**src/verilog/wq_defines.vh**
```
/*
 Weld quality error counter constants: register byte offsets, field
 positions, reset values, message codes and timing figures.
 Assumes inclusion by bare name from the design file.
*/
`ifndef WQ_DEFINES_VH
`define WQ_DEFINES_VH
`define WQ_REG_CTRL 8'h00
`define WQ_REG_PW_PROG 8'h04
`define WQ_REG_LIM_PROG 8'h08
`define WQ_REG_PW_COMP 8'h0C
`define WQ_REG_LIM_COMP 8'h10
`define WQ_REG_PW_SER 8'h14
`define WQ_REG_LIM_SER 8'h18
`define WQ_REG_CLEAR 8'h1C
`define WQ_REG_STATUS 8'h20
`define WQ_REG_CNT_COMP 8'h24
`define WQ_REG_CNT_SER 8'h28
`define WQ_REG_SEL 8'h2C
`define WQ_REG_CNT_PROG 8'h30
`define WQ_REG_SP_PROC 8'h34
`define WQ_REG_SP_RATE 8'h38
`define WQ_REG_SP_TIME 8'h3C
`define WQ_REG_DELAY 8'h40
`define WQ_REG_DIP 8'h44
`define WQ_REG_DEPTH 8'h48
`define WQ_CTRL_MODE_LSB 0
`define WQ_CTRL_MEN_LSB 8
`define WQ_CLR_ALL_PROG 0
`define WQ_CLR_ONE_PROG 1
`define WQ_CLR_COUNTERS 2
`define WQ_CLR_IDX_LSB 8
`define WQ_SP_OFF 2'h0
`define WQ_SP_ON 2'h1
`define WQ_SP_PAUSE 2'h2
`define WQ_MON_SP 5
`define WQ_MSG_PROG 10'h18D
`define WQ_MSG_COMP 10'h18E
`define WQ_MSG_SER 10'h18F
`define WQ_RST_LIMIT 16'h000A
`define WQ_RST_PREWARN 16'h0005
`define WQ_RST_DEPTH 16'h0064
`define WQ_RST_DIP 12'h040
`define WQ_MAX_MS 13'h1B58
`define WQ_RATE_SCALE 10'h3E8
`define WQ_MS_NS 1000000
`define WQ_CLK_NS 100
`endif

```
**src/verilog/wq_error_counters.v**
```verilog
/*
 Weld quality supervision: per-program, component and series fault
 counters with limits, plus the spatter statistics unit, behind an
 Avalon-MM slave with waitrequest.
 Assumes monitor, spot and voltage inputs come from logic on the same
 clock; only the external counter clear arrives asynchronously.
*/
// Decided for this implementation: the placing of the registers and the Avalon-MM register port.
//
// Function
// - Per-program counter, up on fault, down on good
// - Program counters clear all or one at a time
// - Component counter counts faults, clear input zeroes
// - Series counter up/down, clear input zeroes it
// - Limit reached raises message and output signal
// - Saturate at limit; one good spot leaves it (program and series counters)
// - Counters never drop below zero
// - Several monitors on one spot count once
// - Limit message never stops welding
// - Own pre-warning and limit per counter
// - Message codes 397, 398, 399
// - Only activated monitors feed the counters
// - Evaluate only processes with current flow
// - Report spatter instant 0-7000 ms or none
// - Spatter rate per program, tenth of percent
// - Process count grows up to rate depth
// - Process count held within 0 to 65535
// - Switching spatter monitor off clears rate
// - Pause stops evaluation, keeps counts
// - Delay zero means automatic, else manual ms
// - Sensitivity set by voltage-drop threshold
// - Significant voltage dip flags spatter
`include "wq_defines.vh"
`timescale 1ns/1ps
`default_nettype none
module wq_error_counters #(
   parameter integer NPROG = 16,
   parameter integer PW = 4,
   parameter integer CW = 16,
   parameter integer NMON = 8,
   parameter integer VW = 12,
   parameter integer MS_CYC = `WQ_MS_NS / `WQ_CLK_NS,
   parameter [12:0] AUTO_DELAY_MS = 13'h0014
) (
   input wire clock,
   input wire rst,
   input wire [7:0] avs_address,
   input wire avs_read,
   input wire avs_write,
   input wire [31:0] avs_writedata,
   output reg [31:0] avs_readdata,
   output reg avs_waitrequest,
   input wire fault_counter_clear,
   input wire [NMON-1:0] mon_fault,
   input wire spot_done,
   input wire [PW-1:0] spot_prog,
   input wire weld_active,
   input wire weld_current,
   input wire volt_valid,
   input wire [VW-1:0] weld_volt,
   output reg [2:0] limit_out,
   output reg [2:0] prewarn_out,
   output reg msg_valid,
   output reg [9:0] msg_code,
   output reg sp_report,
   output reg sp_none,
   output reg [12:0] sp_time_ms
);
   localparam [NMON-1:0] SP_BIT = {{(NMON-1){1'b0}}, 1'b1} << `WQ_MON_SP;
   integer i;

   reg [1:0] sp_mode_q;
   reg [NMON-1:0] mon_en_q;
   reg [PW-1:0] sel_q;
   reg [CW-1:0] pw_q [0:2];
   reg [CW-1:0] lim_q [0:2];
   reg [12:0] delay_q;
   reg [VW-1:0] dip_q;
   reg [15:0] depth_q;
   reg [CW-1:0] prog_cnt_q [0:NPROG-1];
   reg [CW-1:0] comp_q;
   reg [CW-1:0] ser_q;
   reg [15:0] proc_q [0:NPROG-1];
   reg [15:0] spat_q [0:NPROG-1];
   reg [PW-1:0] last_prog_q;
   reg [1:0] clr_sync_q;
   reg [1:0] hit_prev_q;
   reg [2:0] msg_pend_q;
   reg prog_reach_q;
   reg [15:0] rate_q;

   // Spatter process tracking
   reg act_prev_q;
   reg cur_seen_q;
   reg sp_hit_q;
   reg [12:0] sp_at_q;
   reg [12:0] ms_q;
   reg [15:0] tick_q;
   reg [VW-1:0] prev_v_q;
   reg have_prev_q;

   wire bus_take = (avs_read | avs_write) & avs_waitrequest;
   wire wr_go = avs_write & ~avs_waitrequest;
   wire soft_clr = wr_go & (avs_address == `WQ_REG_CLEAR);
   wire cnt_clr = clr_sync_q[1] |
      (soft_clr & avs_writedata[`WQ_CLR_COUNTERS]);
   wire [PW-1:0] clr_idx = avs_writedata[`WQ_CLR_IDX_LSB+PW-1:
      `WQ_CLR_IDX_LSB];

   function [CW-1:0] step;
      input [CW-1:0] cnt;
      input [CW-1:0] lim;
      input f;
      input g;
      begin
         step = cnt;
         if (f && cnt < lim)
            step = cnt + 1'b1;
         else if (g && cnt != {CW{1'b0}})
            step = cnt - 1'b1;
      end
   endfunction

   // Spatter monitor is evaluated only when on and current flowed
   wire sp_eval = (sp_mode_q == `WQ_SP_ON) & cur_seen_q;
   wire [NMON-1:0] active = mon_en_q & ~(sp_eval ? {NMON{1'b0}} :
      SP_BIT);
   wire [NMON-1:0] src = (mon_fault & ~SP_BIT) |
      (sp_hit_q ? SP_BIT : {NMON{1'b0}});
   // A spot flagged by many monitors is still one fault
   wire spot_fault = spot_done & |(src & active);
   wire spot_good = spot_done & |active & ~spot_fault;
   wire [CW-1:0] prog_next = step(prog_cnt_q[spot_prog], lim_q[0],
      spot_fault, spot_good);

   wire [12:0] delay_eff = (delay_q == 13'h0000) ? AUTO_DELAY_MS :
      delay_q;
   wire dip = volt_valid & have_prev_q & (prev_v_q > weld_volt) &
      ((prev_v_q - weld_volt) > dip_q);

   wire [CW-1:0] prog_view = prog_cnt_q[sel_q];
   wire [CW-1:0] prog_last = prog_cnt_q[last_prog_q];
   wire [2:0] hit = {ser_q >= lim_q[2], comp_q >= lim_q[1],
      prog_last >= lim_q[0]};
   wire [2:0] warn = {ser_q >= pw_q[2], comp_q >= pw_q[1],
      prog_last >= pw_q[0]};
   // The program flag follows the last spot, so its edge is no crossing
   wire [2:0] pend_set = {hit[2:1] & ~hit_prev_q, prog_reach_q};
   wire [2:0] pend_all = msg_pend_q | pend_set;

   wire [25:0] rate_num = spat_q[sel_q] * `WQ_RATE_SCALE;
   wire [15:0] rate_den = proc_q[sel_q];
   wire [25:0] rate_div = (rate_den == 16'h0000) ? 26'h0000000 :
      rate_num / rate_den;

   // The clear pin comes from outside the clock domain
   always @(posedge clock) begin
      if (rst)
         clr_sync_q <= 2'h0;
      else
         clr_sync_q <= {clr_sync_q[0], fault_counter_clear};
   end

   // Register slave: every access answers on the second edge
   always @(posedge clock) begin
      if (rst) begin
         avs_waitrequest <= 1'b1;
         avs_readdata <= 32'h00000000;
      end else begin
         avs_waitrequest <= ~bus_take;
         if (bus_take && avs_read) begin
            case (avs_address)
               `WQ_REG_CTRL: avs_readdata <= {16'h0000, mon_en_q,
                  6'h00, sp_mode_q};
               `WQ_REG_PW_PROG: avs_readdata <= {{(32-CW){1'b0}}, pw_q[0]};
               `WQ_REG_LIM_PROG: avs_readdata <= {{(32-CW){1'b0}}, lim_q[0]};
               `WQ_REG_PW_COMP: avs_readdata <= {{(32-CW){1'b0}}, pw_q[1]};
               `WQ_REG_LIM_COMP: avs_readdata <= {{(32-CW){1'b0}}, lim_q[1]};
               `WQ_REG_PW_SER: avs_readdata <= {{(32-CW){1'b0}}, pw_q[2]};
               `WQ_REG_LIM_SER: avs_readdata <= {{(32-CW){1'b0}}, lim_q[2]};
               `WQ_REG_STATUS: avs_readdata <= {26'h0000000,
                  prewarn_out, limit_out};
               `WQ_REG_CNT_COMP: avs_readdata <= {{(32-CW){1'b0}}, comp_q};
               `WQ_REG_CNT_SER: avs_readdata <= {{(32-CW){1'b0}}, ser_q};
               `WQ_REG_SEL: avs_readdata <= {{(32-PW){1'b0}}, sel_q};
               `WQ_REG_CNT_PROG: avs_readdata <= {{(32-CW){1'b0}},
                  prog_view};
               `WQ_REG_SP_PROC: avs_readdata <= {16'h0000, proc_q[sel_q]};
               `WQ_REG_SP_RATE: avs_readdata <= {16'h0000, rate_q};
               `WQ_REG_SP_TIME: avs_readdata <= {18'h00000, sp_none,
                  sp_time_ms};
               `WQ_REG_DELAY: avs_readdata <= {19'h00000, delay_q};
               `WQ_REG_DIP: avs_readdata <= {{(32-VW){1'b0}}, dip_q};
               `WQ_REG_DEPTH: avs_readdata <= {16'h0000, depth_q};
               default: avs_readdata <= 32'h00000000;
            endcase
         end
      end
   end

   // Configuration registers
   always @(posedge clock) begin
      if (rst) begin
         sp_mode_q <= `WQ_SP_OFF;
         mon_en_q <= {NMON{1'b0}};
         sel_q <= {PW{1'b0}};
         for (i = 0; i < 3; i = i + 1) begin
            pw_q[i] <= `WQ_RST_PREWARN;
            lim_q[i] <= `WQ_RST_LIMIT;
         end
         delay_q <= 13'h0000;
         dip_q <= `WQ_RST_DIP;
         depth_q <= `WQ_RST_DEPTH;
      end else if (wr_go) begin
         case (avs_address)
            `WQ_REG_CTRL: begin
               sp_mode_q <= avs_writedata[`WQ_CTRL_MODE_LSB+1:
                  `WQ_CTRL_MODE_LSB];
               mon_en_q <= avs_writedata[`WQ_CTRL_MEN_LSB+NMON-1:
                  `WQ_CTRL_MEN_LSB];
            end
            // Each counter keeps its own thresholds
            `WQ_REG_PW_PROG: pw_q[0] <= avs_writedata[CW-1:0];
            `WQ_REG_LIM_PROG: lim_q[0] <= avs_writedata[CW-1:0];
            `WQ_REG_PW_COMP: pw_q[1] <= avs_writedata[CW-1:0];
            `WQ_REG_LIM_COMP: lim_q[1] <= avs_writedata[CW-1:0];
            `WQ_REG_PW_SER: pw_q[2] <= avs_writedata[CW-1:0];
            `WQ_REG_LIM_SER: lim_q[2] <= avs_writedata[CW-1:0];
            `WQ_REG_SEL: sel_q <= avs_writedata[PW-1:0];
            `WQ_REG_DELAY: delay_q <= (avs_writedata[15:0] >
               {3'h0, `WQ_MAX_MS}) ? `WQ_MAX_MS :
               avs_writedata[12:0];
            `WQ_REG_DIP: dip_q <= avs_writedata[VW-1:0];
            // A zero depth would stall the window, so hold at least one
            `WQ_REG_DEPTH: depth_q <= (avs_writedata[15:0] == 16'h0000) ?
               16'h0001 : avs_writedata[15:0];
            default: sp_mode_q <= sp_mode_q;
         endcase
      end
   end

   // Fault counters: one combined update per spot
   always @(posedge clock) begin
      if (rst) begin
         for (i = 0; i < NPROG; i = i + 1)
            prog_cnt_q[i] <= {CW{1'b0}};
         comp_q <= {CW{1'b0}};
         ser_q <= {CW{1'b0}};
         last_prog_q <= {PW{1'b0}};
         prog_reach_q <= 1'b0;
      end else begin
         prog_reach_q <= 1'b0;
         if (spot_done) begin
            prog_cnt_q[spot_prog] <= prog_next;
            last_prog_q <= spot_prog;
            prog_reach_q <= (prog_next == lim_q[0]) &&
               (prog_cnt_q[spot_prog] != lim_q[0]);
         end
         if (soft_clr && avs_writedata[`WQ_CLR_ALL_PROG]) begin
            for (i = 0; i < NPROG; i = i + 1)
               prog_cnt_q[i] <= {CW{1'b0}};
            prog_reach_q <= 1'b0;
         end else if (soft_clr && avs_writedata[`WQ_CLR_ONE_PROG]) begin
            prog_cnt_q[clr_idx] <= {CW{1'b0}};
            if (clr_idx == spot_prog)
               prog_reach_q <= 1'b0;
         end
         if (cnt_clr) begin
            comp_q <= {CW{1'b0}};
            ser_q <= {CW{1'b0}};
         end else begin
            comp_q <= step(comp_q, lim_q[1], spot_fault,
               1'b0);
            ser_q <= step(ser_q, lim_q[2], spot_fault,
               spot_good);
         end
      end
   end

   // Limit outputs and messages; nothing here reaches the weld sequence
   always @(posedge clock) begin
      if (rst) begin
         hit_prev_q <= 2'h0;
         msg_pend_q <= 3'h0;
         limit_out <= 3'h0;
         prewarn_out <= 3'h0;
         msg_valid <= 1'b0;
         msg_code <= 10'h000;
      end else begin
         hit_prev_q <= hit[2:1];
         limit_out <= hit;
         prewarn_out <= warn;
         msg_valid <= |pend_all;
         // New and pending crossings drain in fixed order: program, component, then series
         if (pend_all[0]) begin
            msg_code <= `WQ_MSG_PROG;
            msg_pend_q <= pend_all & 3'h6;
         end else if (pend_all[1]) begin
            msg_code <= `WQ_MSG_COMP;
            msg_pend_q <= pend_all & 3'h5;
         end else if (pend_all[2]) begin
            msg_code <= `WQ_MSG_SER;
            msg_pend_q <= 3'h0;
         end else begin
            msg_code <= msg_code;
            msg_pend_q <= 3'h0;
         end
      end
   end

   // Spatter detection over one process
   always @(posedge clock) begin
      if (rst) begin
         act_prev_q <= 1'b0;
         cur_seen_q <= 1'b0;
         sp_hit_q <= 1'b0;
         sp_at_q <= 13'h0000;
         ms_q <= 13'h0000;
         tick_q <= 16'h0000;
         prev_v_q <= {VW{1'b0}};
         have_prev_q <= 1'b0;
      end else begin
         act_prev_q <= weld_active;
         if (weld_active && !act_prev_q) begin
            cur_seen_q <= 1'b0;
            sp_hit_q <= 1'b0;
            sp_at_q <= 13'h0000;
            ms_q <= 13'h0000;
            // The start edge is the first tick, so ms are not reported late
            tick_q <= 16'h0001;
            have_prev_q <= 1'b0;
         end else if (weld_active) begin
            if (weld_current)
               cur_seen_q <= 1'b1;
            if (tick_q == MS_CYC[15:0] - 16'h0001) begin
               tick_q <= 16'h0000;
               if (ms_q != `WQ_MAX_MS)
                  ms_q <= ms_q + 13'h0001;
            end else begin
               tick_q <= tick_q + 16'h0001;
            end
            if (volt_valid) begin
               prev_v_q <= weld_volt;
               have_prev_q <= 1'b1;
            end
            // Only the first dip past the start delay is recorded
            if (dip && !sp_hit_q && ms_q >= delay_eff) begin
               sp_hit_q <= 1'b1;
               sp_at_q <= ms_q;
            end
         end
      end
   end

   // Spatter statistics per program
   always @(posedge clock) begin
      if (rst) begin
         for (i = 0; i < NPROG; i = i + 1) begin
            proc_q[i] <= 16'h0000;
            spat_q[i] <= 16'h0000;
         end
         sp_report <= 1'b0;
         sp_none <= 1'b1;
         sp_time_ms <= 13'h0000;
         rate_q <= 16'h0000;
      end else begin
         sp_report <= spot_done & sp_eval;
         if (sp_mode_q == `WQ_SP_OFF) begin
            for (i = 0; i < NPROG; i = i + 1)
               spat_q[i] <= 16'h0000;
            rate_q <= 16'h0000;
         end else begin
            rate_q <= rate_div[15:0];
            // Pause fails sp_eval, so counts simply hold
            if (spot_done && sp_eval) begin
               sp_none <= ~sp_hit_q;
               sp_time_ms <= sp_hit_q ? sp_at_q : 13'h0000;
               // At full depth the window halves, keeping the rate
               if (proc_q[spot_prog] < depth_q) begin
                  proc_q[spot_prog] <= proc_q[spot_prog] +
                     16'h0001;
                  spat_q[spot_prog] <= spat_q[spot_prog] +
                     {15'h0000, sp_hit_q};
               end else begin
                  proc_q[spot_prog] <= {1'b0,
                     proc_q[spot_prog][15:1]} + 16'h0001;
                  spat_q[spot_prog] <= {1'b0, spat_q[spot_prog][15:1]} +
                     {15'h0000, sp_hit_q};
               end
            end
         end
      end
   end
endmodule
`default_nettype wire

```
**config.mk**
```make
export PLATFORM = sky130hd
export DESIGN_NAME = wq_error_counters
export DESIGN_NICKNAME = d
export VERILOG_FILES = /design/src/verilog/wq_error_counters.v
export VERILOG_INCLUDE_DIRS = /design/src /design/src/verilog
export SDC_FILE = /design/constraint.sdc
export NUM_CORES = 2
export LEC_CHECK = 0
export ABC_AREA = 1
export CAP_MARGIN = 20
export CORE_ASPECT_RATIO = 1.5
export CORE_MARGIN = 10
export CORE_UTILIZATION = 30
export CTS_BUF_LIST = sky130_fd_sc_hd__clkbuf_16
export CTS_CLUSTER_DIAMETER = 30
export CTS_CLUSTER_SIZE = 20
export DETAILED_ROUTE_END_ITERATION = 12
export DONT_BUFFER_PORTS = 1
export PLACE_DENSITY = 0.52
export SLEW_MARGIN = 10
export SYNTH_ARGS = -nofsm -noshare
export SYNTH_HDL_FRONTEND = slang
export SYNTH_SLANG_ARGS = --single-unit
```
**constraint.sdc**
```tcl
create_clock -name clock -period 139.5 [get_ports clock]
set_input_delay 27.9 -clock clock [delete_from_list [all_inputs] [get_ports clock]]
set_output_delay 27.9 -clock clock [all_outputs]
set_load 0.03 [all_outputs]
```
[Word level (Yosys, flattened, before mapping)]
Memory sizes are Yosys's and may differ from the RTL's. A register that Yosys moved wholly into a read port is not among the register bits.
Cells that the tools add are included.
Storage, ports and cells
  register bits after elaboration: 234
  bits in writable memories: 864
  word-level logic and storage cells: 402
  memories: 5
Operators by class
  bitwise gates (word level): 115
  add/subtract/negate cells: 12
  muxes and demuxes: 131
  order comparisons: 14
  $mul: 1
  reduce and logical (&&, ||, !) cells: 49
  eq/ne operators: 40
  div/mod/pow operators: 1
Memories
  proc_q: words 16, bits a word 16, read ports 2, clocked after memory_dff 1, wr ports 16, RTL line wq_error_counters.v:83  | reg [15:0] proc_q [0:NPROG-1];
  prog_cnt_q: words 16, bits a word 16, read ports 3, clocked after memory_dff 2, wr ports 16, RTL line wq_error_counters.v:80  | reg [CW-1:0] prog_cnt_q [0:NPROG-1];
  spat_q: words 16, bits a word 16, read ports 2, clocked after memory_dff 1, wr ports 16, RTL line wq_error_counters.v:84  | reg [15:0] spat_q [0:NPROG-1];
  lim_q: words 3, bits a word 16, read ports 3, clocked after memory_dff 0, wr ports 3, RTL line wq_error_counters.v:76  | reg [CW-1:0] lim_q [0:2];
  pw_q: words 3, bits a word 16, read ports 3, clocked after memory_dff 0, wr ports 3, RTL line wq_error_counters.v:75  | reg [CW-1:0] pw_q [0:2];
Operators with widths (number)
  $mux 16: 50
  $pmux 16 s18: 1
  $ge 16x16->1: 6
  $add 16x1->16 const B: 5
  $eq 4x4->1 const B: 16
  $eq 8x6->1 const B: 8
  $lt 16x16->1: 4
  $reduce_or 16->1: 4
  $mux 1: 58
  $mux 4: 12
  $and 1x1->1: 44
  $or 1x1->1: 42
  $mux 13: 3
  $eq 8x5->1 const B: 4
  $logic_not 16->1: 2
  $reduce_bool 16->1: 2
  $sub 16x1->16 const B: 2
  $mux 9: 3
  $div 26x16->26: 1
  $eq 8x7->1 const B: 3
  $gt 12x12->1: 2
  $mul 16x7->23 const B: 1
  $not 1->1: 22
  $reduce_and 2->1: 9
  34 further kinds: 59

[Logic depth before layout (Yosys ltp)]
  depth after elaboration: 27
  mapped depth: 516
  mapped depth without buffers: 480

[Least setup slack after synthesis]
OpenSTA, ideal clock, no wires.
  kind: reg-to-reg
  start point: register with a tool-made name
  end point: register rate_q[0]
  slack: 71.545 ns
  path buffers: 39
  library setup time: 0.064 ns
  clock period less this slack: 67.955 ns
  cell stages (with the launch flop): 490
  arrival time: 67.891 ns
  path through: dfxtp_1 -> buf_6 -> inv_8 -> buf_12 -> buf_12 -> buf_2 -> clkbuf_1 -> clkbuf_1 -> clkbuf_1 -> clkbuf_1 -> clkbuf_1 -> nor2_1 -> o221ai_1 -> nand3_1 -> nand2_1 -> inv_1 -> fa_1 -> fa_1 -> [454 not listed] -> o21a_1 -> nand2_1 -> o311a_2 -> nand4_1 -> nor2_4 -> nand3_4 -> inv_2 -> buf_2 -> o21ai_1 -> ha_1 -> nand2_1 -> or3_2 -> o41ai_1 -> nand3b_1 -> nor2_1 -> nand3_1 -> nor2_1 -> nor2_1
RTL lines
  end signal, assigned: RTL line wq_error_counters.v:373  | rate_q <= rate_div[15:0];
  end, declared: RTL line wq_error_counters.v:90  | reg [15:0] rate_q;

==> results_dict.tcl <==
set metrics [dict create \
    layout-drive-gt1-share_pct 9.131 \
    die_h_microns 653.3 \
    synth_ff_type "edfxtp_1" \
    critical_path_class "flop to flop" \
    place_congestion 0.9308 \
    io_pins 138 \
    skew_ns 0.08263 \
    startpoint_type "flop" \
    period_share_pct 57.19 \
    dp.cells 13730 \
    setup_viol 0 \
    cp_num_buf_inv 83 \
    core_sq_um 266200 \
    drt_pre_antenna_iters 8 \
    finalNetCount 11070 \
    vias 78500 \
    vias_per_cell 5.581 \
    cts_buffer_depth 4 \
    ys_types 89 \
    hold_viol_final 0 \
    h-tree-depth 4 \
    cts_tree "yes" \
    status "finished, final reports clean" \
    grt-ovfl-total 0 \
    final_cell_mix "nand2_1 (1572), inv_1 (1266), nor2_1 (1249)" \
    area_growth_pct 12.00 \
    hp-class "flop to flop" \
    grt_pass1_vias 76750 \
    root_buffer "clkbuf_16" \
    async_flop_share_pct 0 \
    synth_area_sq_um 80200 \
    synth_cells 10610 \
    cpPeakStageDelay_ns 0.74 \
    cts_resized 0 \
    cts_setup_buffers 0 \
    ys_warn_count 0 \
    cts_buffers 180 \
    drtIter0Drc 8220 \
    grt_start_max_net_pins 188 \
    num_rows 232 \
    clkLatencyLatePin_ns 0.84 \
    grt.total_usage_pct 22.60 \
    arrival_ns 80.44 \
    synth.avg_cell_area_sq_um 7.561 \
    ctsHoldBuffers 0 \
    relSlewSlack_pct 15.94 \
    critical_path.top_delay_family "compound AO/OA/AOI/OAI gates" \
    cp_common_cell "nand2_1" \
    grt_pass1_wl_microns 497200 \
    portBuffers 0 \
    die_x_microns 442.2 \
    drc 0 \
    finalSetupTns_ns 0 \
    crit_fanout 79 \
    synth_edf_count 608 \
    instances_no_fill 14070 \
    cts.sinks 1084 \
    finalCriticalPeriod_ns 79.78 \
    die_area_sq_um 288900 \
    fillCellCount 27730 \
    antenna_left 0 \
    cpMaxStageDelayCell "dfxtp_4" \
    cts.clk_slew.worst_paths_ns 0.07 \
    setup_slack_ns 59.72 \
    fmax_mhz 12.53 \
    rsz0062_at_grt "no" \
    tightest_slew_ns 1.258 \
    maxCapViolCount 0 \
    hpwlAfterDp_microns 235000 \
    final_common_cell "nand2_1" \
    antenna_found_initial 12 \
    wire_per_inst_microns 24.53 \
    cp-end-kind "flop" \
    start_util_pct 30.13 \
    ys_seq_area_share_pct 34.65 \
    cp.required_ns 140.16 \
    place_ws_ns 59.84 \
    report.final.slew_viol_count 0 \
    ys_ff_latch 1084 \
    wl_microns 345100 \
]
-- synthesized netlist by cell type, drive strengths merged, types with 35 or more instances --
cell       n  share of area, %
nor2    1306               6.3
xnor2     84              0.92
buf      134               1.2
edfxtp   608                23
clkbuf   461               2.4
ha       535               8.3
nand4    131               1.0
a221oi    35              0.38
inv     1288               6.0
a22oi    293               2.7
nand3    587               4.2
o22ai    227               1.8
xor2     198               2.2
o21bai    35              0.33
nor3     215               1.3
dfxtp    476                12
o31ai     70              0.66
a21oi    749               4.7
a21o      47              0.44
o211ai    46              0.46
o221ai   159               1.7
o21ai    857               5.5
nand2   1692               8.4
or2       95              0.74
fa        57               1.4
-- path summary, 6_finish.rpt --
path	slack, ns	cells past startpoint	startpoint	end
worst max register to register	59.72	458	flop	rate_q[0]$_SDFF_PP0_
worst max-delay path	59.72	458	flop	rate_q[0]$_SDFF_PP0_
worst min-delay path	0.40	2	clr_sync_q[0]$_SDFF_PP0_	clr_sync_q[1]$_SDFF_PP0_
worst min register to register	0.40	2	clr_sync_q[0]$_SDFF_PP0_	clr_sync_q[1]$_SDFF_PP0_
-- cell type report --
| type | instances | area (sq um) | share of cell area, % |
|---|---|---|---|
| Clock buffer | 185 | 4629 | 5.154 |
| Multi-Input combinational cell | 7629 | 44920 | 50.01 |
| Tap cell | 3510 | 4392 | 4.889 |
| Sequential cell | 1084 | 27810 | 30.96 |
| Clock inverter | 136 | 1269 | 1.412 |
| Inverter | 1319 | 4985 | 5.549 |
| Antenna cell | 10 | 25.02 | 0.02786 |
| Timing Repair Buffer | 194 | 1799 | 2.003 |
-- state kept, by name, summed over array words and instances, names as in the netlist, 12 cells and up, named ones only --
register,count
comp_q,16
proc_q,256
dip_q,12
prev_v_q,12
tick_q,16
ser_q,16
sp_time_ms,13
prog_cnt_q,256
lim_q,48
ms_q,13
sp_at_q,13
depth_q,16
delay_q,13
spat_q,256
pw_q,48
avs_readdata,16
rate_q,16
-- worst min-delay path, delay by kind of cell, from the launching register on --
kind	cells	cell delay, ns
and+or+nand+nor	1	0.03
buffers and inverters	1	0.04
DFF	1	0.30
-- per-stage QoR --
stage / util [%] / hold slack [ns] / area [sq um]
after floorplan: - / 0.3883 / 80270
after global placement: 31.32 / 0.4041 / 83370
after detailed placement: 31.48 / 0.4092 / 83800
after CTS: 33.70 / 0.4066 / 89700
after global routing: 33.74 / 0.4273 / 89810
final: 33.75 / 0.4017 / 89830
-- layer usage --
layer	wire, microns	up-vias	track usage, %
met5	57	-	0
met4	28000	8	16.24
met3	26330	1171	3.497
met2	165600	3819	39.38
met1	125100	37500	25.03
li1	-	36000	-
-- kinds of logic after synthesis --
family | count (synthesis) | synth area share, %
AND/OR/NAND/NOR | 4088 | 22.65
adder cells (fa/ha/maj) | 592 | 9.769
buffers and inverters | 1914 | 9.827
XOR/XNOR | 282 | 3.080
other | 1 | 0.004676
AO/OA/AOI/OAI | 2640 | 19.94
multiplexers | 7 | 0.08737
flip-flops | 1084 | 34.65
Power is not shown: default switching activity piles up to over one toggle a cycle in this logic, so the estimate is an artifact.
